--- src/hw/dram_pwr_pkg.sv ---
package dram_pwr_pkg;

    // Power and bank state, one-hot.
    typedef enum logic [5:0] {
        ST_IDLE     = 6'h01,
        ST_ACTIVE   = 6'h02,
        ST_ACT_PD   = 6'h04,
        ST_PRE_PD   = 6'h08,
        ST_SELF_REF = 6'h10,
        ST_BUSY     = 6'h20
    } power_state_e;

    // Command pins as sampled at the rising clock edge.
    typedef struct packed {
        logic chip_select_n;
        logic activate_n;
        logic ras_n;
        logic cas_n;
        logic we_n;
        logic clock_gate;
        logic [2:0] bank_select;
        logic [2:0] bank_group_select;
        logic [13:0] op_code;
    } cmd_pins_s;

    typedef enum logic [3:0] {
        CMD_DESELECT  = 4'h0,
        CMD_NOP       = 4'h1,
        CMD_MODE_WR   = 4'h2,
        CMD_REFRESH   = 4'h3,
        CMD_PRECHARGE = 4'h4,
        CMD_ACTIVATE  = 4'h5,
        CMD_WRITE     = 4'h6,
        CMD_READ      = 4'h7,
        CMD_ZQ        = 4'h8,
        CMD_RESERVED  = 4'h9
    } command_e;

    localparam int MODE_REG_COUNT = 7;
    localparam int MODE_REG_WIDTH = 14;
    localparam logic [13:0] MODE_REG_RESET = 14'h0000;
    localparam int CLOCK_PERIOD_PS = 10000;
    // Busy cycles for a burst or a precharge, counted by the device itself.
    localparam logic [3:0] BURST_BUSY_CYCLES = 4'h4;
    localparam logic [3:0] PRECHARGE_BUSY_CYCLES = 4'h2;
    // Position of the nominal termination field in the second mode register.
    localparam int NOM_TERM_LSB = 8;
    localparam int NOM_TERM_MSB = 10;
    localparam int MODE_REG_NOM_TERM = 1;
    localparam logic [7:0] NUM_BANKS = 8'h08;
    // Pins after reset read as a deselect with the clock gate high, so no false gate edge follows reset.
    localparam cmd_pins_s PINS_AT_RESET = 26'h3F00000;

endpackage

--- src/hw/dram_power_state_and_mode_program.sv ---
// Contract
// Transition uses current and previous clock gate.
// Power-down entry/exit carries deselect only.
// Self-refresh exit deselect, or gear-down nop.
// Self-refresh only from idle, refresh plus fall.
// No self-refresh entry during read or write.
// Closed banks give precharge power-down, else active.
// No refresh performed while powered down.
// Clock gate held until minimum pulse met.
// Deselect through exit wait; reads after locked.
// Termination ignored for states; off in self-refresh.
// Seven mode registers written by mode write.
// Controller writes mode registers after reset.
// Mode write carries every field valid.
// Mode writes leave array contents untouched.
// Mode write only while idle.
// Mode write gap between two mode writes.
// Mode-to-command gap before non-deselect commands.
// Next mode write after function update.
// Termination low around nominal termination change.
// Termination ignored when nominal off both sides.
// Reserved first mode register bits zero.
// Write recovery field sets autoprecharge write delay; the field is only stored here.
// Command decoded from pins at rising edge.
// Explicit state register; unlisted transitions flagged.
`timescale 1ns/1ps
module dram_power_state_and_mode_program (
    input wire logic clock_in,
    input wire logic arst_n_in,
    input wire dram_pwr_pkg::cmd_pins_s cmd_pins_in,
    input wire logic termination_control_in,
    input wire logic gear_down_in,
    output logic [5:0] power_state_out,
    output logic unsupported_out,
    output logic refresh_active_out,
    output logic termination_enable_out,
    output logic mode_write_out,
    output logic [2:0] mode_index_out,
    output logic [13:0] mode_value_out
);
    // Pins come from outside the clock domain; two stages before use.
    dram_pwr_pkg::cmd_pins_s pins_meta_reg;
    dram_pwr_pkg::cmd_pins_s pins_reg;
    logic term_meta_reg;
    logic term_reg;
    logic gear_meta_reg;
    logic gear_reg;
    logic gate_prev_reg;
    dram_pwr_pkg::power_state_e state_reg;
    dram_pwr_pkg::power_state_e state_next;
    dram_pwr_pkg::power_state_e busy_return_reg;
    logic [3:0] busy_count_reg;
    logic [7:0] open_banks_reg;
    logic [13:0] mode_regs_reg [dram_pwr_pkg::MODE_REG_COUNT];
    logic unsupported_reg;
    logic refresh_reg;
    logic term_en_reg;
    logic mode_wr_reg;
    logic [2:0] mode_idx_reg;
    logic [13:0] mode_val_reg;

    function automatic dram_pwr_pkg::command_e decode_cmd(input dram_pwr_pkg::cmd_pins_s p);
        logic [2:0] rcw;
        rcw = {p.ras_n, p.cas_n, p.we_n};
        if (p.chip_select_n)
            return dram_pwr_pkg::CMD_DESELECT;
        if (!p.activate_n)
            return dram_pwr_pkg::CMD_ACTIVATE;
        case (rcw)
            3'h0: return dram_pwr_pkg::CMD_MODE_WR;
            3'h1: return dram_pwr_pkg::CMD_REFRESH;
            3'h2: return dram_pwr_pkg::CMD_PRECHARGE;
            3'h3: return dram_pwr_pkg::CMD_RESERVED;
            3'h4: return dram_pwr_pkg::CMD_WRITE;
            3'h5: return dram_pwr_pkg::CMD_READ;
            3'h6: return dram_pwr_pkg::CMD_ZQ;
            default: return dram_pwr_pkg::CMD_NOP;
        endcase
    endfunction

    wire dram_pwr_pkg::command_e cmd = decode_cmd(pins_reg);
    wire gate_now = pins_reg.clock_gate;
    wire gate_fall = gate_prev_reg && !gate_now;
    wire gate_rise = !gate_prev_reg && gate_now;
    wire gate_high = gate_prev_reg && gate_now;
    wire is_deselect = (cmd == dram_pwr_pkg::CMD_DESELECT);
    wire exit_cmd_ok = is_deselect || (gear_reg && cmd == dram_pwr_pkg::CMD_NOP);
    wire banks_closed = (open_banks_reg == 8'h00);
    wire [7:0] bank_bit = 8'h01 << pins_reg.bank_select;
    wire all_banks = pins_reg.op_code[10];
    wire mode_cmd = gate_high && cmd == dram_pwr_pkg::CMD_MODE_WR && state_reg == dram_pwr_pkg::ST_IDLE;
    wire [2:0] mode_idx = pins_reg.bank_select;
    wire nom_before = |mode_regs_reg[dram_pwr_pkg::MODE_REG_NOM_TERM][dram_pwr_pkg::NOM_TERM_MSB:dram_pwr_pkg::NOM_TERM_LSB];
    wire nom_after = (mode_idx == 3'h1) ?
        (|pins_reg.op_code[dram_pwr_pkg::NOM_TERM_MSB:dram_pwr_pkg::NOM_TERM_LSB]) : nom_before;
    wire term_ignored = mode_cmd && !nom_before && !nom_after;

    always_comb
    begin
        state_next = state_reg;
        case (state_reg)
            dram_pwr_pkg::ST_IDLE:
            begin
                if (gate_fall && cmd == dram_pwr_pkg::CMD_REFRESH)
                    state_next = dram_pwr_pkg::ST_SELF_REF;
                else if (gate_fall && is_deselect)
                    state_next = dram_pwr_pkg::ST_PRE_PD;
                else if (gate_high && cmd == dram_pwr_pkg::CMD_ACTIVATE)
                    state_next = dram_pwr_pkg::ST_ACTIVE;
            end
            dram_pwr_pkg::ST_ACTIVE:
            begin
                if (gate_fall && is_deselect)
                    state_next = dram_pwr_pkg::ST_ACT_PD;
                else if (gate_high && (cmd == dram_pwr_pkg::CMD_READ || cmd == dram_pwr_pkg::CMD_WRITE ||
                                       cmd == dram_pwr_pkg::CMD_PRECHARGE))
                    state_next = dram_pwr_pkg::ST_BUSY;
            end
            dram_pwr_pkg::ST_BUSY:
            begin
                // Entry mid-operation settles by the bank state at the cycle of entry.
                if (gate_fall && is_deselect)
                    state_next = banks_closed ? dram_pwr_pkg::ST_PRE_PD : dram_pwr_pkg::ST_ACT_PD;
                else if (busy_count_reg == 4'h0)
                    state_next = banks_closed ? dram_pwr_pkg::ST_IDLE : dram_pwr_pkg::ST_ACTIVE;
            end
            dram_pwr_pkg::ST_ACT_PD:
            begin
                if (gate_rise && is_deselect)
                    state_next = dram_pwr_pkg::ST_ACTIVE;
            end
            dram_pwr_pkg::ST_PRE_PD:
            begin
                if (gate_rise && is_deselect)
                    state_next = dram_pwr_pkg::ST_IDLE;
            end
            dram_pwr_pkg::ST_SELF_REF:
            begin
                if (gate_rise && exit_cmd_ok)
                    state_next = dram_pwr_pkg::ST_IDLE;
            end
            default:
                state_next = dram_pwr_pkg::ST_IDLE;
        endcase
    end

    // A change of clock gate that the table does not list is flagged, state kept.
    wire illegal = (gate_fall || gate_rise) && (state_next == state_reg);
    wire in_pd = (state_reg == dram_pwr_pkg::ST_ACT_PD) || (state_reg == dram_pwr_pkg::ST_PRE_PD);

    always_ff @(posedge clock_in or negedge arst_n_in)
    begin
        if (!arst_n_in)
        begin
            pins_meta_reg <= dram_pwr_pkg::PINS_AT_RESET;
            pins_reg <= dram_pwr_pkg::PINS_AT_RESET;
            term_meta_reg <= 1'b0;
            term_reg <= 1'b0;
            gear_meta_reg <= 1'b0;
            gear_reg <= 1'b0;
        end
        else
        begin
            pins_meta_reg <= cmd_pins_in;
            pins_reg <= pins_meta_reg;
            term_meta_reg <= termination_control_in;
            term_reg <= term_meta_reg;
            gear_meta_reg <= gear_down_in;
            gear_reg <= gear_meta_reg;
        end
    end

    always_ff @(posedge clock_in or negedge arst_n_in)
    begin
        if (!arst_n_in)
        begin
            // Idle implies a high clock gate; a low reset value would fake a rise.
            gate_prev_reg <= 1'b1;
            state_reg <= dram_pwr_pkg::ST_IDLE;
            unsupported_reg <= 1'b0;
        end
        else
        begin
            gate_prev_reg <= gate_now;
            state_reg <= state_next;
            unsupported_reg <= illegal;
        end
    end

    always_ff @(posedge clock_in or negedge arst_n_in)
    begin
        if (!arst_n_in)
        begin
            busy_count_reg <= 4'h0;
            open_banks_reg <= 8'h00;
        end
        else
        begin
            if (state_next == dram_pwr_pkg::ST_BUSY && state_reg != dram_pwr_pkg::ST_BUSY)
                busy_count_reg <= (cmd == dram_pwr_pkg::CMD_PRECHARGE) ?
                    dram_pwr_pkg::PRECHARGE_BUSY_CYCLES : dram_pwr_pkg::BURST_BUSY_CYCLES;
            else if (busy_count_reg != 4'h0)
                busy_count_reg <= busy_count_reg - 4'h1;
            if (gate_high && cmd == dram_pwr_pkg::CMD_ACTIVATE)
                open_banks_reg <= open_banks_reg | bank_bit;
            else if (gate_high && cmd == dram_pwr_pkg::CMD_PRECHARGE)
                open_banks_reg <= all_banks ? 8'h00 : (open_banks_reg & ~bank_bit);
        end
    end

    // Mode storage only; the array is not touched by a mode write.
    always_ff @(posedge clock_in or negedge arst_n_in)
    begin
        if (!arst_n_in)
        begin
            for (int i = 0; i < dram_pwr_pkg::MODE_REG_COUNT; i++)
                mode_regs_reg[i] <= dram_pwr_pkg::MODE_REG_RESET;
            mode_wr_reg <= 1'b0;
            mode_idx_reg <= 3'h0;
            mode_val_reg <= 14'h0000;
        end
        else
        begin
            mode_wr_reg <= mode_cmd && (mode_idx < 3'h7);
            if (mode_cmd && mode_idx < 3'h7)
            begin
                // The write-recovery field is only held here; no auto-precharge timing is built in this block.
                mode_regs_reg[mode_idx] <= pins_reg.op_code;
                mode_idx_reg <= mode_idx;
                mode_val_reg <= pins_reg.op_code;
            end
        end
    end

    always_ff @(posedge clock_in or negedge arst_n_in)
    begin
        if (!arst_n_in)
        begin
            refresh_reg <= 1'b0;
            term_en_reg <= 1'b0;
        end
        else
        begin
            // Powered-down states do no refresh; only self-refresh does.
            refresh_reg <= (state_next == dram_pwr_pkg::ST_SELF_REF);
            term_en_reg <= term_reg && !term_ignored && state_next != dram_pwr_pkg::ST_SELF_REF &&
                nom_after;
        end
    end

    assign power_state_out = state_reg;
    assign unsupported_out = unsupported_reg;
    assign refresh_active_out = refresh_reg;
    assign termination_enable_out = term_en_reg;
    assign mode_write_out = mode_wr_reg;
    assign mode_index_out = mode_idx_reg;
    assign mode_value_out = mode_val_reg;

    self_ref_idle_a: assert property (@(posedge clock_in) disable iff (!arst_n_in)
        (state_reg == dram_pwr_pkg::ST_SELF_REF && $past(state_reg) != dram_pwr_pkg::ST_SELF_REF)
        |-> $past(state_reg) == dram_pwr_pkg::ST_IDLE && $past(gate_fall))
        else $error("Self-refresh entered from a non-idle state.");
    pd_no_refresh_a: assert property (@(posedge clock_in) disable iff (!arst_n_in)
        in_pd |-> !refresh_reg)
        else $error("Refresh active in power-down.");
    sr_no_term_a: assert property (@(posedge clock_in) disable iff (!arst_n_in)
        state_reg == dram_pwr_pkg::ST_SELF_REF |-> !term_en_reg)
        else $error("Termination enabled in self-refresh.");
    pd_entry_kind_a: assert property (@(posedge clock_in) disable iff (!arst_n_in)
        (state_reg == dram_pwr_pkg::ST_BUSY && gate_fall && is_deselect && banks_closed)
        |=> state_reg == dram_pwr_pkg::ST_PRE_PD)
        else $error("Closed banks did not give precharge power-down.");
    mode_store_a: assert property (@(posedge clock_in) disable iff (!arst_n_in)
        mode_wr_reg |-> mode_regs_reg[mode_idx_reg] == mode_val_reg)
        else $error("Mode register not updated.");
    gate_edge_a: assert property (@(posedge clock_in) disable iff (!arst_n_in)
        (state_reg == dram_pwr_pkg::ST_PRE_PD && gate_rise && is_deselect) |=> state_reg == dram_pwr_pkg::ST_IDLE)
        else $error("Power-down exit missed.");
    illegal_flag_a: assert property (@(posedge clock_in) disable iff (!arst_n_in)
        illegal |=> unsupported_reg)
        else $error("Unsupported transition not flagged.");
endmodule

--- config.mk ---
export PLATFORM = sky130hd
export DESIGN_NAME = dram_power_state_and_mode_program
export DESIGN_NICKNAME = d
export VERILOG_FILES = /design/src/hw/dram_pwr_pkg.sv /design/src/hw/dram_power_state_and_mode_program.sv
export SDC_FILE = /design/constraint.sdc
export NUM_CORES = 1
export LEC_CHECK = 0
export ABC_AREA = 1
export BUFFER_PORTS_ARGS = -buffer_cell sky130_fd_sc_hd__clkbuf_2
export CORE_MARGIN = 4
export CORE_UTILIZATION = 56
export DETAILED_ROUTE_END_ITERATION = 6
export GPL_TIMING_DRIVEN = 0
export PLACE_DENSITY_LB_ADDON = 0.3
export SLEW_MARGIN = 10
export SYNTH_ARGS = -nofsm -noshare
export SYNTH_HDL_FRONTEND = slang
export SYNTH_SLANG_ARGS = --single-unit
--- constraint.sdc ---
create_clock -name clock_in -period 2.1 [get_ports clock_in]
set_clock_uncertainty 0.2 [all_clocks]
set_input_delay 0.105 -clock clock_in [delete_from_list [all_inputs] [get_ports clock_in]]
set_output_delay 0.105 -clock clock_in [all_outputs]
set_load 0.02 [all_outputs]
==> flow_summary_export.csv <==
group,metric,value,unit
outcome,status,"finished, final reports clean",
critical_path,crit_chain,"inv_2 > nor2_2 > nand2_2 > nor2_2 > nand4_2 > nor2_4 > nand3_4 > mux2_4",
run,maxCapViolCount,0,
grt,antenna_found_initial,0,
critical_path,reg2reg_depth,8,
floorplan,start_util,57.2,%
layout,largest_reg_flops,23,
routing,drtAntennaViolNets,0,
critical_path,r2r_start,"pins_reg[24]",
clock_tree,cts_inserted_buffers,9,
grt,grt_pass1_vias,2803,
grt,grt_pass1_wl,12500,um
critical_path,slowest_delay,570,ps
layout,final_cell_mix,"nand2_1 (81), dfrtp_1 (78), clkbuf_2 (52), inv_1 (45), nor2_1 (30)",
clock_tree,clkSinkCount,93,
clock_tree,path_clk_slew,90,ps
power_and_ir_drop,p_leak,2.41,nW
layout,nFillCells,439,
logic_synthesis,yosys.area.top_type_share,54.7,%
power_and_ir_drop,ir_drop,0.671,mV
critical_path,reg2reg_to,"mode_regs_reg[80]",
layout,diodes,0,
critical_path,slowest_stage,"dfstp_2",
grt,grt.total_usage,21.0,%
logic_synthesis,avgSynthCellArea,9.82,um^2
routing,drc_errors,0,
grt,grt_overflow_total,0,
routing,viasPerCell,5.10,
clock_tree,clk_latency,350,ps
layout,final_nets,505,
routing,first_pass_iters,4,
timing,slew_headroom,70.0,%
power_and_ir_drop,power_density,952,mW/mm^2
floorplan,rows,29,
critical_path,critPathTopFamily,"simple AND/OR/NAND/NOR gates",
critical_path,cp_max_fo,5,
critical_path,critPathKind,"reg2reg",
critical_path,start_kind,"flop",
timing,fin_setup_tns,0,ps
clock_tree,cts_tree,"yes",
logic_synthesis,seq_area_frac_synth,64.9,%
floorplan,dieArea,0.00780,mm^2
place,hpwl,4980,um
timing,setup-violations-final,0,
timing,timing.final.crit_share,96.2,%
floorplan,die_height,88.3,um
critical_path,worstPathRequired,2140,ps
logic_synthesis,synth-seq-cells,93,
floorplan,core_area,0.00631,mm^2
floorplan,ios,57,
critical_path,worst_path_most_repeated_cell,"nor2_2",
routing,drt_iter0_markers,151,
floorplan,fp.dieW,88.3,um
logic_synthesis,synth_nets,402,
critical_path,worst-path-buf-inv,1,
clock_tree,clock_path_buffers,2,
place,port_buffers,53,
timing,tightest_slew,449,ps
place,gp_congestion,0.895,
layout,drive_above_1_share,28.8,%
min_path,hold_class,"in2async",
layout,mostFrequentLayoutCell,"nand2_1",
logic_synthesis,synth.largest_area_cell,"dfrtp_1",
grt,grt_max_degree,65,
logic_synthesis,post_synth_num_cell_types,28,
routing,vias,2819,
logic_synthesis,yosysWarnings,0,
critical_path,rrSetupSlack,80,ps
logic_synthesis,synth_area_leaders,"dfrtp_1 (55%), dfstp_2 (10%), nand2_1 (9.0%)",
timing,max_freq,495,MHz
logic_synthesis,synth_cells,368,
routing,wl_per_cell,13.4,um
clock_tree,ctsHtreeMaxLevel,3,
logic_synthesis,synth_area,0.00361,mm^2
layout,syn2layout_area_growth,27.8,%
routing,wl,7410,um
timing,slew_viol_final,0,
layout,fin_util,73.1,%
critical_path,end_kind,"flop",
clock_tree,root_buffer,"clkbuf_8",
timing,layout_min_cycle_time,2020,ps
timing,hold_viol_final,0,
critical_path,cp.arrival,2060,ps
-- how the worst max path moves through the flow --
stage	startpoint	endpoint	cells after the start
floorplan	power_state_out[3]	mode_regs_reg[80]	7
global placement	arst_n_in	pins_meta_reg[18]	1
detailed placement	pins_reg[22]	mode_regs_reg[80]	8
CTS	pins_reg[22]	mode_regs_reg[80]	8
global route	pins_reg[24]	mode_regs_reg[80]	8
finish	pins_reg[24]	mode_regs_reg[80]	8
-- timing repair --
| item | CTS | global route |
|---|---|---|
| endpoints found under the hold margin | 109 | 0 |
| buffers inserted | 0 | 12 |
| hold buffers | 26 | 0 |
| gates resized for setup | 0 | 26 |
| setup endpoints to repair | 0 | 29 |
-- cell usage after synthesis, drive strengths merged --
library cell,instances
nand2,88
dfrtp,79
inv,54
nor2,41
nand3,19
a21oi,18
o21ai,16
dfstp,14
nand4,13
nor3,7
or2,5
ha,4
buf,3
a221o,1
a311oi,1
a31oi,1
mux2,1
nor4,1
o211ai,1
xor2,1
-- layer usage --
metal	track usage, %	vias to the layer above	wire length [um]
met2	35.4	71	3880
met3	5.03	14	358
met1	25.7	1363	3010
met4	9.20	0	165
li1	-	1371	-
met5	0	-	0
-- final cells by class --
type | instances | area, um^2 | area share (%)
sequential | 93 | 2350 | 50.8
multi-input combinational | 218 | 1130 | 24.5
timing repair buffer | 92 | 646 | 14.0
inverter | 54 | 203 | 4.39
clock buffer | 10 | 128 | 2.76
tap | 77 | 96.3 | 2.09
clock inverter | 6 | 53.8 | 1.16
buffer | 3 | 15.0 | 0.325
-- power by group --
| group | switching, W | leakage (nW) | total [W] | internal (W) |
|---|---|---|---|---|
| logic | 0.000667 | 1.19 | 0.00110 | 0.000433 |
| registers | 0.000162 | 1.13 | 0.00221 | 0.00205 |
| clock network | 0.000631 | 0.0894 | 0.00108 | 0.000451 |
-- through the flow --
stage	worst slack [ps]	total power, W	cells	area, um^2	hold slack (ps)
5_1_grt	-55.4	0.00468	553	4620	88.9
3_5_place_dp	12.0	0.00323	499	4010	-92.1
3_3_place_gp	-271	0.00318	498	3980	-7.76
2_1_floorplan	193	0.00290	368	3610	-391
6_report	80.5	0.00440	553	4620	63.0
4_1_cts	3.10	0.00435	541	4450	66.6
-- cell families (layout without fill, tap and decap cells) --
group / after synthesis / after routing / share of synthesized area, %
flip-flops: 93 / 93 / 64.9
AO/OA/AOI/OAI: 38 / 38 / 5.61
AND/OR/NAND/NOR: 174 / 174 / 21.4
multiplexers: 1 / 1 / 0.415
adder cells (fa/ha/maj): 4 / 4 / 1.39
XOR/XNOR: 1 / 1 / 0.242
buffers and inverters: 57 / 165 / 6.02
Note: power is estimated with default switching activity, not from simulation.
